<file path="src/core/ivr_consts.vh">
// constants for the interrupt vector responder
`ifndef IVR_CONSTS_VH
`define IVR_CONSTS_VH
`define IVR_CALL_OPCODE 8'hcd
`define IVR_CLK_HZ 40000000
// axi4-lite register byte offsets
`define IVR_OFF_CTRL 8'h00
`define IVR_OFF_BASE 8'h04
`define IVR_OFF_STAT 8'h08
`define IVR_OFF_ISR 8'h0c
`define IVR_OFF_IRQ_STAT 8'h10
`define IVR_OFF_IRQ_EN 8'h14
`define IVR_OFF_IRQ_CLR 8'h18
`define IVR_OFF_ISR_CLR 8'h1c
// ctrl fields
`define IVR_CTRL_TYPE_BIT 0
`define IVR_CTRL_INT8_BIT 1
`define IVR_CTRL_MASK_LSB 8
`define IVR_CTRL_RST 32'h0000_0000
// vector field positions
`define IVR_VEC4_BASE_LSB 5
`define IVR_VEC8_BASE_LSB 6
`define IVR_TYPE_BASE_LSB 3
// interrupt status bits
`define IVR_EV_ACK_DONE 0
`define IVR_EV_PROTO_ERR 1
`define IVR_EV_W 2
`define IVR_RESP_OKAY 2'b00
`define IVR_RESP_SLVERR 2'b10
`endif

</file>
<file path="src/core/ivr_responder.v">
// interrupt acknowledge responder with axi4-lite control registers
// Notes on behaviour
// - call mode: three acknowledge pulses return call opcode then 16-bit address
// - call mode: first pulse drives opcode cd hex on data bus
// - first pulse of either mode resolves priority and freezes the request latches
// - call mode: second pulse drives low byte of vector address
// - call mode: third pulse drives high address byte a15..a8 from base
// - all eight vectors derive from one base, spaced 4 or 8 bytes
// - 4-byte spacing: a4..a2 level number, a1..a0 zero, a15..a5 base
// - 8-byte spacing: a5..a3 level number, a2..a0 zero, a15..a6 base
// - type mode: two acknowledge pulses return a single vector byte
// - type mode: first pulse is internal setup only, bus not driven
// - type mode: second pulse drives vector byte, top five bits from type base
// - type mode: low three bits carry acknowledged level number
// - mode is programmed; sequence length and bytes follow it
// - request latches freeze while an acknowledge sequence runs
// - at sequence end the acknowledged level's in-service bit is set
//
// Local design decisions: the AXI4-Lite register port and the register addresses.
`timescale 1ns/1ps
`default_nettype none
`include "ivr_consts.vh"
module ivr_responder #(
  parameter NUM_LEVELS = 8
) (
  // clock and reset
  input wire core_clk,
  input wire rst_n,
  // interrupt sources and processor pins
  input wire [7:0] request_inputs,
  input wire irq_ack_strobe_n,
  output reg int_req_q,
  output reg [7:0] data_out_q,
  output reg data_oe_q,
  // system interrupt
  output reg irq_q,
  // axi4-lite write address
  input wire [7:0] s_axi_awaddr,
  input wire s_axi_awvalid,
  output reg s_axi_awready,
  // axi4-lite write data
  input wire [31:0] s_axi_wdata,
  input wire [3:0] s_axi_wstrb,
  input wire s_axi_wvalid,
  output reg s_axi_wready,
  // axi4-lite write response
  output reg [1:0] s_axi_bresp,
  output reg s_axi_bvalid,
  input wire s_axi_bready,
  // axi4-lite read address
  input wire [7:0] s_axi_araddr,
  input wire s_axi_arvalid,
  output reg s_axi_arready,
  // axi4-lite read data
  output reg [31:0] s_axi_rdata,
  output reg [1:0] s_axi_rresp,
  output reg s_axi_rvalid,
  input wire s_axi_rready
);
  localparam ST_IDLE = 2'd0;
  localparam ST_P1 = 2'd1;
  localparam ST_P2 = 2'd2;
  localparam ST_P3 = 2'd3;

  // pin synchronisers: three stages, change counts when stages two and three agree
  reg [2:0] ack_s_q;
  reg ack_low_q;
  // requests are levels, so each bit is filtered on its own
  reg [7:0] req_s1_q;
  reg [7:0] req_s2_q;
  reg [7:0] req_s3_q;
  reg [7:0] req_filt_q;
  always @(posedge core_clk or negedge rst_n) begin
    if (!rst_n) begin
      ack_s_q <= 3'h7;
      ack_low_q <= 1'b0;
      req_s1_q <= 8'h00;
      req_s2_q <= 8'h00;
      req_s3_q <= 8'h00;
      req_filt_q <= 8'h00;
    end else begin
      ack_s_q <= {ack_s_q[1:0], irq_ack_strobe_n};
      if (ack_s_q[1] == ack_s_q[2]) begin
        ack_low_q <= ~ack_s_q[2];
      end
      req_s1_q <= request_inputs;
      req_s2_q <= req_s1_q;
      req_s3_q <= req_s2_q;
      req_filt_q <= (req_s2_q & req_s3_q) | (req_filt_q & (req_s2_q | req_s3_q));
    end
  end

  // control registers
  reg [31:0] ctrl_q;
  reg [15:0] base_q;
  reg [7:0] isr_q;
  reg [7:0] req_latch_q;
  reg [`IVR_EV_W-1:0] irq_stat_q;
  reg [`IVR_EV_W-1:0] irq_en_q;
  wire type_mode = ctrl_q[`IVR_CTRL_TYPE_BIT];
  wire int8 = ctrl_q[`IVR_CTRL_INT8_BIT];
  wire [7:0] mask = ctrl_q[`IVR_CTRL_MASK_LSB+7:`IVR_CTRL_MASK_LSB];

  // acknowledge sequencer
  reg [1:0] state_q;
  reg [2:0] level_q;
  reg ack_low_d1_q;
  wire ack_fall = ack_low_q & ~ack_low_d1_q;
  wire ack_rise = ~ack_low_q & ack_low_d1_q;
  wire [7:0] pend = req_latch_q & ~mask;

  // fixed priority, level 0 highest; nesting blocks same or lower levels
  reg [2:0] win_lvl;
  reg win_ok;
  integer i;
  always @* begin
    win_lvl = 3'd0;
    win_ok = 1'b0;
    for (i = NUM_LEVELS - 1; i >= 0; i = i - 1) begin
      if (pend[i]) begin
        win_lvl = i[2:0];
        win_ok = 1'b1;
      end
    end
    for (i = 0; i < NUM_LEVELS; i = i + 1) begin
      if (isr_q[i] && i[2:0] <= win_lvl) begin
        win_ok = 1'b0;
      end
    end
  end


  // level number sits just above the zero bits; the base supplies the rest
  wire [15:0] vec_addr4 = {base_q[15:`IVR_VEC4_BASE_LSB], level_q, 2'b00};
  wire [15:0] vec_addr8 = {base_q[15:`IVR_VEC8_BASE_LSB], level_q, 3'b000};
  wire [15:0] vec_addr = int8 ? vec_addr8 : vec_addr4;
  wire [7:0] type_byte = {base_q[7:`IVR_TYPE_BASE_LSB], level_q};
  wire seq_last = (state_q == ST_P3) | (type_mode & (state_q == ST_P2));
  reg ev_done_q;
  reg ev_err_q;
  reg isr_clr_wr;
  reg [7:0] isr_clr_val;

  always @(posedge core_clk or negedge rst_n) begin
    if (!rst_n) begin
      state_q <= ST_IDLE;
      level_q <= 3'd0;
      ack_low_d1_q <= 1'b0;
      req_latch_q <= 8'h00;
      isr_q <= 8'h00;
      int_req_q <= 1'b0;
      data_out_q <= 8'h00;
      data_oe_q <= 1'b0;
      ev_done_q <= 1'b0;
      ev_err_q <= 1'b0;
    end else begin
      ack_low_d1_q <= ack_low_q;
      ev_done_q <= 1'b0;
      ev_err_q <= 1'b0;
      if (state_q == ST_IDLE) begin
        req_latch_q <= req_filt_q;
        int_req_q <= win_ok;
      end
      if (isr_clr_wr) begin
        isr_q <= isr_q & ~isr_clr_val;
      end
      if (ack_fall) begin
        case (state_q)
          ST_IDLE: begin
            // first pulse: freeze latches and resolve priority; no cascade in this block
            level_q <= win_lvl;
            state_q <= ST_P1;
            // a pulse with no request still runs the sequence; the fault is only flagged
            ev_err_q <= ~int_req_q;
            data_out_q <= `IVR_CALL_OPCODE;
            data_oe_q <= ~type_mode;
          end
          ST_P1: begin
            state_q <= ST_P2;
            data_out_q <= type_mode ? type_byte : vec_addr[7:0];
            data_oe_q <= 1'b1;
          end
          ST_P2: begin
            state_q <= ST_P3;
            data_out_q <= vec_addr[15:8];
            data_oe_q <= 1'b1;
          end
          default: begin
            state_q <= ST_IDLE;
            data_oe_q <= 1'b0;
          end
        endcase
      end else if (ack_rise) begin
        data_oe_q <= 1'b0;
        if (seq_last) begin
          state_q <= ST_IDLE;
          isr_q <= (isr_clr_wr ? isr_q & ~isr_clr_val : isr_q)
                   | (8'h01 << level_q);
          int_req_q <= 1'b0;
          ev_done_q <= 1'b1;
        end
      end
    end
  end

  // axi4-lite slave: address and data taken in either order, one write at a time
  reg aw_held_q;
  reg w_held_q;
  reg [7:0] aw_addr_q;
  reg [31:0] w_data_q;
  wire wr_go = aw_held_q & w_held_q & ~s_axi_bvalid;
  // status word: captured requests, chosen level, request pin and sequencer state
  wire [31:0] stat_word = {16'h0000, req_latch_q, 1'b0, level_q, int_req_q, 1'b0, state_q};
  // unstrobed bytes land as zero rather than keeping their old value
  wire [31:0] wstrb_mask = {{8{s_axi_wstrb[3]}}, {8{s_axi_wstrb[2]}},
                            {8{s_axi_wstrb[1]}}, {8{s_axi_wstrb[0]}}};

  always @* begin
    isr_clr_wr = wr_go && aw_addr_q == `IVR_OFF_ISR_CLR;
    isr_clr_val = w_data_q[7:0];
  end

  always @(posedge core_clk or negedge rst_n) begin
    if (!rst_n) begin
      s_axi_awready <= 1'b0;
      s_axi_wready <= 1'b0;
      s_axi_bvalid <= 1'b0;
      s_axi_bresp <= `IVR_RESP_OKAY;
      s_axi_arready <= 1'b0;
      s_axi_rvalid <= 1'b0;
      s_axi_rresp <= `IVR_RESP_OKAY;
      s_axi_rdata <= 32'h0000_0000;
      aw_held_q <= 1'b0;
      w_held_q <= 1'b0;
      aw_addr_q <= 8'h00;
      w_data_q <= 32'h0000_0000;
      ctrl_q <= `IVR_CTRL_RST;
      base_q <= 16'h0000;
      irq_stat_q <= {`IVR_EV_W{1'b0}};
      irq_en_q <= {`IVR_EV_W{1'b0}};
      irq_q <= 1'b0;
    end else begin
      s_axi_awready <= ~aw_held_q & ~s_axi_awready & s_axi_awvalid;
      s_axi_wready <= ~w_held_q & ~s_axi_wready & s_axi_wvalid;
      if (s_axi_awvalid && s_axi_awready) begin
        aw_held_q <= 1'b1;
        aw_addr_q <= s_axi_awaddr;
      end
      if (s_axi_wvalid && s_axi_wready) begin
        w_held_q <= 1'b1;
        w_data_q <= s_axi_wdata & wstrb_mask;
      end
      // sticky events; a set in the clear cycle wins
      // events pulse for one cycle; status keeps them until software clears them
      irq_stat_q <= irq_stat_q | {ev_err_q, ev_done_q};
      if (wr_go) begin
        aw_held_q <= 1'b0;
        w_held_q <= 1'b0;
        s_axi_bvalid <= 1'b1;
        s_axi_bresp <= `IVR_RESP_OKAY;
        // mode only changes between sequences to keep one consistent length
        if (aw_addr_q == `IVR_OFF_CTRL) begin
          if (state_q == ST_IDLE) ctrl_q <= w_data_q;
        end else if (aw_addr_q == `IVR_OFF_BASE) begin
          base_q <= w_data_q[15:0];
        end else if (aw_addr_q == `IVR_OFF_IRQ_EN) begin
          irq_en_q <= w_data_q[`IVR_EV_W-1:0];
        end else if (aw_addr_q == `IVR_OFF_IRQ_CLR) begin
          irq_stat_q <= (irq_stat_q & ~w_data_q[`IVR_EV_W-1:0]) | {ev_err_q, ev_done_q};
        end else if (aw_addr_q != `IVR_OFF_ISR_CLR) begin
          s_axi_bresp <= `IVR_RESP_SLVERR;
        end
      end else if (s_axi_bvalid && s_axi_bready) begin
        s_axi_bvalid <= 1'b0;
      end
      irq_q <= |(irq_stat_q & irq_en_q);
      s_axi_arready <= ~s_axi_arready & ~s_axi_rvalid & s_axi_arvalid;
      if (s_axi_arvalid && s_axi_arready) begin
        s_axi_rvalid <= 1'b1;
        s_axi_rresp <= `IVR_RESP_OKAY;
        s_axi_rdata <= 32'h0000_0000;
        if (s_axi_araddr == `IVR_OFF_CTRL) begin
          s_axi_rdata <= ctrl_q;
        end else if (s_axi_araddr == `IVR_OFF_BASE) begin
          s_axi_rdata <= {16'h0000, base_q};
        end else if (s_axi_araddr == `IVR_OFF_STAT) begin
          s_axi_rdata <= stat_word;
        end else if (s_axi_araddr == `IVR_OFF_ISR) begin
          s_axi_rdata <= {24'h000000, isr_q};
        end else if (s_axi_araddr == `IVR_OFF_IRQ_STAT) begin
          s_axi_rdata <= {{(32-`IVR_EV_W){1'b0}}, irq_stat_q};
        end else if (s_axi_araddr == `IVR_OFF_IRQ_EN) begin
          s_axi_rdata <= {{(32-`IVR_EV_W){1'b0}}, irq_en_q};
        end else if (s_axi_araddr != `IVR_OFF_IRQ_CLR && s_axi_araddr != `IVR_OFF_ISR_CLR) begin
          s_axi_rresp <= `IVR_RESP_SLVERR;
        end
      end else if (s_axi_rvalid && s_axi_rready) begin
        s_axi_rvalid <= 1'b0;
      end
    end
  end
endmodule // ivr_responder
`default_nettype wire

</file>
<file path="config.mk">
export PLATFORM = sky130hd
export DESIGN_NAME = ivr_responder
export DESIGN_NICKNAME = d
export VERILOG_FILES = /design/src/core/ivr_responder.v
export VERILOG_INCLUDE_DIRS = /design/src /design/src/core
export SDC_FILE = /design/constraint.sdc
export NUM_CORES = 1
export LEC_CHECK = 0
export BUFFER_PORTS_ARGS = -buffer_cell sky130_fd_sc_hd__buf_2
export CAP_MARGIN = 25
export CORE_MARGIN = 10
export CORE_UTILIZATION = 35
export DETAILED_ROUTE_END_ITERATION = 6
export GPL_TIMING_DRIVEN = 1
export SYNTH_ARGS = -nofsm -noshare
export SYNTH_HDL_FRONTEND = slang
export SYNTH_SLANG_ARGS = --single-unit
</file>
<file path="constraint.sdc">
create_clock -name core_clk -period 3.45 [get_ports core_clk]
set_input_delay 1.035 -clock core_clk [delete_from_list [all_inputs] [get_ports core_clk]]
set_output_delay 1.035 -clock core_clk [all_outputs]
set_load 0.01 [all_outputs]
</file>
==> results of run 1 <==
==> worst max-delay path: stages, from the launching register on <==
cell,delay (ps)
dfrtp_1,370
or4_1,540
or3_1,460
nor4_4,230
buf_4,470
mux2_2,400
==> area by class of cell <==
cell class	count	area (µm²)	area share (%)
clock buffers	33	653	6.52
well taps	319	399	3.99
diodes	1	2.50	0.0250
flip-flops and latches	204	5110	51.0
multi-input cells	421	2880	28.8
inverters	14	52.6	0.525
repair buffers	135	767	7.66
clock inverters	8	144	1.44
==> where the power goes <==
group | internal (W) | total, W | switching, W
Clock | 0.00161 | 0.00255 | 0.000935
Combinational | 0.000576 | 0.00129 | 0.000709
Sequential | 0.00289 | 0.00334 | 0.000453
==> synthesized netlist by cell type (4+ instances only) <==
| cell | number |
|---|---|
| dfrtp_1 | 201 |
| nand2_1 | 109 |
| mux2_2 | 57 |
| o21ai_0 | 57 |
| clkbuf_1 | 24 |
| a22o_1 | 22 |
| nor2_1 | 19 |
| a22oi_1 | 17 |
| nor3_1 | 16 |
| inv_1 | 14 |
| a221o_1 | 11 |
| mux2_1 | 9 |
| nor2b_1 | 9 |
| maj3_1 | 8 |
| mux2i_1 | 8 |
| nand2b_1 | 8 |
| a21oi_1 | 7 |
| buf_1 | 7 |
| ha_1 | 7 |
| a31oi_1 | 5 |
| a32o_1 | 5 |
| nor3b_1 | 5 |
| o22ai_1 | 5 |
| o31ai_1 | 4 |
==> registers in the layout, summed over array words and instances (netlist names), 16 cells and up <==
name / count
base_q: 16
s_axi_rdata: 32
w_data_q: 32
ctrl_q: 32
==> logic make-up after synthesis <==
family / share of synthesized area (%)
compound gates: 12.6
flops: 62.1
mux: 10.0
buf+inv: 2.92
fa+ha+maj: 2.04
other cells: 0.0456
simple gates: 10.3
==> worst paths after layout <==
path | endpoint | slack [ps] | cells past startpoint
max | ctrl_q[19]$_DFFE_PN0P_ | 840 | 5
min reg2reg | req_s2_q[5]$_DFF_PN0_ | 350 | 0
max reg2reg | ctrl_q[19]$_DFFE_PN0P_ | 840 | 5
max in group asynchronous | req_s2_q[3]$_DFF_PN0_ | 2190 | 2
min in group asynchronous | base_q[1]$_DFFE_PN0P_ | 540 | 1
min | req_s2_q[5]$_DFF_PN0_ | 350 | 0
==> metal layers <==
| layer | track usage [%] | vias to the layer above | wire length (µm) |
|---|---|---|---|
| met5 | 0 | - | 20 |
| met4 | 4.02 | 2 | 380 |
| met3 | 2.70 | 29 | 955 |
| met2 | 21.7 | 112 | 9730 |
| met1 | 17.5 | 2755 | 9140 |
| li1 | - | 2657 | - |
==> through the flow <==
stage               setup slack [ps]  std cells  instance area [µm²]  utilization (%)  hold WS (ps)
floorplan                        573        679                 8230                -           331
global placement                 473       1093                 9210             39.6           333
detailed placement               451       1093                 9210             39.6           335
CTS                              823       1134                10000             43.0           348
global route                     720       1135                10000             43.0           357
finish                           843       1135                10000             43.0           346
==> impl_results.md, run 1 <==
- Synth cell types: 48
- Die Wd: about 170 µm
- Initial antenna violation count: 2
- Die area: between 30000 and 40000 µm²
- Clock Sinks: approximately 200
- Most common cell after layout, fill and taps aside: dfrtp_1
- Final total negative setup slack: 0 ps
- Syn-to-layout area delta: 21.7%
- GR Util All Layers: about an eighth
- Dominant cell type by area after synthesis: dfrtp_1
- Row cnt: 56
- Leak: approximately 4.7 nW
- GP Congestion: slightly below 0.9
- Most frequent cells in the layout: dfrtp_1 (201), buf_2 (116), nand2_1 (107)
- Die height: 173 µm
- Top area cells in the synthesized netlist: dfrtp_1 (61%), mux2_2 (7.8%), nand2_1 (5.0%), o21ai_0 (3.5%), a22o_1 (2.3%)
- Critical path class: reg2reg
- CTS tree: built
- CP startpoint kind: flip-flop
- Measured slew at the worst slew-check pin: 694 ps
- CTS buffer count: 23
- Worst-path clk slew: 60 ps
- Run status: completed
- Async set or reset register ratio after synthesis: 100%
- Clk_lat worst skew: ~500 ps
- Number of global-route vias before repair: 5911
- Min cycle time layout: 2610 ps
- Seq cells post-synth: 204
- Pin count of the biggest net entering global routing: 78
- DP HPWL: 14.5 mm
- Crit path arrival time: 2980 ps
- First-pass GRT wire length: 32.7 mm
- Resized cells post-CTS: 0
- Max VDD drop: 0.000363 V
- # IOs: between 100 and 150
- Slew margin rel.: 53.5%
- Worst-case clock buffer depth: 3
- Drt wl/cell: 17.8 µm
- Critical hold path startpoint: req_s1_q[5]$_DFF_PN0_
- Via density: 4.89
- Required @ worst endpoint: 3830 ps
- Post-synth top area share: about three fifths
- Netlist Area Pre-Place: 8220 µm²
- Core ar.: 23300 µm²
- Antenna viol nets, final: 0
- Number of H-tree levels: 1
- Fin. max-slew vios: 0
- Crit Path Max Fanout: 35
- RSZ-0062 raised after global routing: false
- Post-CTS Setup Bufs: 0
- Total grt overflow: 0
- Reg2reg start: aw_addr_q[1]$_DFFE_PN0P_
- Post-route DRC: 0
- EDFF count, synth: 0
- Routed WL: 20.2 mm
- Number of max-cap violations: 0
- Synth Warn #: 0
- Tcrit/Tclk final: approximately 76%
- Vias: 5555
- # setup viols final: 0
- IO Port Bufs: 117
- CP startpoint: aw_addr_q[1]$_DFFE_PN0P_
- Skew final: between 15 and 20 ps
- Maximum achievable frequency: around 380 MHz
- Power after layout: 0.00717 W
- Syn avg cell area: 12.1 µm²
- Mapped Cells: ~680
- DRT Pass-1 Iters: 4
- Share of cells above drive strength 1: 29.0%
- Starting Density: 35.4%
- 1st-iter DRT viols: 422
- Final Hold Violating Endpoints: 0
- Seq/Total Area, Yosys: between 60 and 70%
- CP endpoint kind: flip-flop
- Ys flop type: dfrtp_1
- HP Class: reg2reg
- P per Cell Area: slightly above 700 nW/µm²
- Hold-fix buffers, CTS: 0
- # fillers: 2249
- Total Nets Final: 874
- Root buffer cell: clkbuf_16
(Power assumes the default switching activity.)
==> run 2: changes to the inputs <==
==> constraint.sdc (replaced) <==
create_clock -name core_clk -period 2.3 [get_ports core_clk]
set_input_delay 0.69 -clock core_clk [delete_from_list [all_inputs] [get_ports core_clk]]
set_output_delay 0.69 -clock core_clk [all_outputs]
set_load 0.01 [all_outputs]
==> run 2 against run 1 <==
Against the previous run:
- the run now ends with setup timing left
- design area rose by 4.5%
- sequential power rose by 50%
- global-route usage rose by 0.25 points
- highest routed layer is now met4
- critical path depth rose by 1
- count of clock-buffer cells in the layout fell by 5
- total power rose by 55%
- combinational power rose by 56%
- routed wire length rose by 1.1%
- critical endpoint is now base_q[4]$_DFFE_PN0P_
- clock power rose by 61%
- non-clock buffer count rose by 14
- via count rose by 1.1%
- setup slack got worse by 870 ps
==> impl_results.md, run 2 (synthesized netlist as in run 1, its figures left out) <==
- Run status: finished, violations left
- Failing checks: setup timing
- CTS buffer count: 22 (-4.3%)
- Syn-to-layout area delta: 27.2%
- Fin. max-slew vios: 0 (unchanged)
- Maximum achievable frequency: 429 MHz (+12%)
- CTS tree: built
- Die Wd: 173 µm (unchanged)
- Clk_lat worst skew: 510 ps (about the same)
- IO Port Bufs: 117 (unchanged)
- Antenna viol nets, final: 0 (unchanged)
- Power after layout: 0.0111 W (+55%)
- GR peak layer: met2
- DP HPWL: 14.7 mm (+1.5%)
- Die height: 173 µm (unchanged)
- Critical path class: reg2reg
- CP endpoint kind: flip-flop
- Most common cell after layout, fill and taps aside: dfrtp_1
- Row cnt: 56 (unchanged)
- Global Route met1 Usage: 18.5% (+0.97 points)
- Share of cells above drive strength 1: 32.1% (+3.2 points)
- Skew final: 15.6 ps (+0.0937 ps)
- Post-route DRC: 0 (unchanged)
- Met2 GRT Util: 21.7% (unchanged)
- Total grt overflow: 0 (unchanged)
- 1st-iter DRT viols: 386 (-8.5%)
- Core ar.: 23300 µm² (unchanged)
- Min cycle time layout: 2330 ps (-278 ps)
- GR Util All Layers: 13.6% (+0.25 points)
- Die area: 30000 µm² (unchanged)
- Tcrit/Tclk final: 101% (+26 points)
- Grt met3 use: 2.48% (-0.22 points)
- Most frequent cells in the layout: dfrtp_1 (201), buf_2 (116), nand2_1 (108)
- HP Class: in2async
- Measured slew at the worst slew-check pin: 466 ps (-228 ps)
- First-pass GRT wire length: 33.5 mm (+2.4%)
- GP Congestion: 0.859 (-2.3%)
- Slew margin rel.: 68.1% (+15 points)
- Pin count of the biggest net entering global routing: 66 (-15%)
- Root buffer cell: clkbuf_16
- Reg2reg start: aw_addr_q[7]$_DFFE_PN0P_
- Hold-fix buffers, CTS: 0 (unchanged)
- Crit Path Max Fanout: 8 (-77%)
- Leak: 4.90 nW (+3.5%)
- DP Worst Slack: -314 ps (-765 ps)
- Number of H-tree levels: 1 (unchanged)
- Vias: 5616 (+1.1%)
- # setup viols final: 30 (+30)
- Max VDD drop: 0.000629 V (+74%)
- Routed WL: 20.5 mm (+1.1%)
- CP startpoint: aw_addr_q[7]$_DFFE_PN0P_
- Total Nets Final: 887 (+1.5%)
- Number of max-cap violations: 0 (unchanged)
- RSZ-0062 raised after global routing: true
- P per Cell Area: 1060 nW/µm² (+48%)
- Crit path arrival time: 2710 ps (-270 ps)
- Worst-case clock buffer depth: 3 (unchanged)
- Starting Density: 35.4% (unchanged)
- CP startpoint kind: flip-flop
- Biggest regs: ctrl_q: 32 flops, s_axi_rdata: 32 flops, w_data_q: 32 flops
- # IOs: 120 (unchanged)
- Final Hold Violating Endpoints: 0 (unchanged)
- Clock Sinks: 204 (unchanged)
- Setup ws final: -28.8 ps (-872 ps)
- DRT Pass-1 Iters: 5 (+1)
- Required @ worst endpoint: 2690 ps (-1140 ps)
- Number of global-route vias before repair: 5906 (-0.085%)
- Final total negative setup slack: -491 ps (-491 ps)
- Initial antenna violation count: 0 (-2)
- Via density: 4.90 (+0.22%)
- Drt wl/cell: 17.9 µm (+0.23%)
- Worst-path clk slew: 60 ps (about the same)
run 2: changes by cell type in the layout (fill, tap and decap cells not counted), moves of 4 or more:
cell      previous run  this run
mux2_4               0        39
clkbuf_1             6         2
mux2_2              57        27
buf_12               3         9
mux2_1               9         0
run 2: what timing repair did:
action,4_1_cts,5_1_grt
gates cloned,1,0
resized for setup,12,6
pin swaps,3,0
endpoints found under the setup margin,50,56
setup buffers,1,0
run 2: final timing paths:
path | endpoint | slack [ps] | depth (start not counted)
max | base_q[4]$_DFFE_PN0P_ | -30 | 6
min | req_s2_q[2]$_DFF_PN0_ | 110 | 1
max in group asynchronous | s_axi_rdata[28]$_DFFE_PN0P_ | 1580 | 2
min reg2reg | req_s2_q[2]$_DFF_PN0_ | 340 | 0
min in group core_clk | ack_s_q[0]$_DFF_PN1_ | 280 | 1
max reg2reg | base_q[4]$_DFFE_PN0P_ | -30 | 6
run 2: metrics by stage:
step,cell area (µm²),cells,hold slack [ps],utilization [%]
after floorplan,8380,679,331,-
after global placement,9510,1105,332,40.9
after detailed placement,9510,1105,336,40.9
after CTS,10400,1144,120,44.8
after global routing,10500,1144,129,45.0
final,10500,1145,110,45.0
run 2: layer usage:
layer,share of wire (%),vias up
met5,0,-
met4,1.6,0
met3,5.1,21
met2,47,141
met1,46,2788
li1,-,2666
run 2: report_power, final:
group / internal (W) / leakage [nW] / switching (W)
logic: 0.000940 / 1.84 / 0.00107
registers: 0.00433 / 2.64 / 0.000673
clock network: 0.00269 / 0.414 / 0.00142
total: 0.00796 / 4.90 / 0.00316
run 2: critical path, cell delays in order (launching register included):
cell,delay (ps)
dfrtp_1,370
or4_4,540
or3_4,450
nor4b_4,240
buf_6,170
buf_12,150
mux2_4,300
run 2: cell type report:
class,count,area (µm²)
repair buffers,149,986
multi-input cells,421,3070
flip-flops and latches,204,5110
fillers,2204,12800
well taps,319,399
clock inverters,9,220
diodes,1,2.50
clock buffers,28,624
inverters,14,52.6
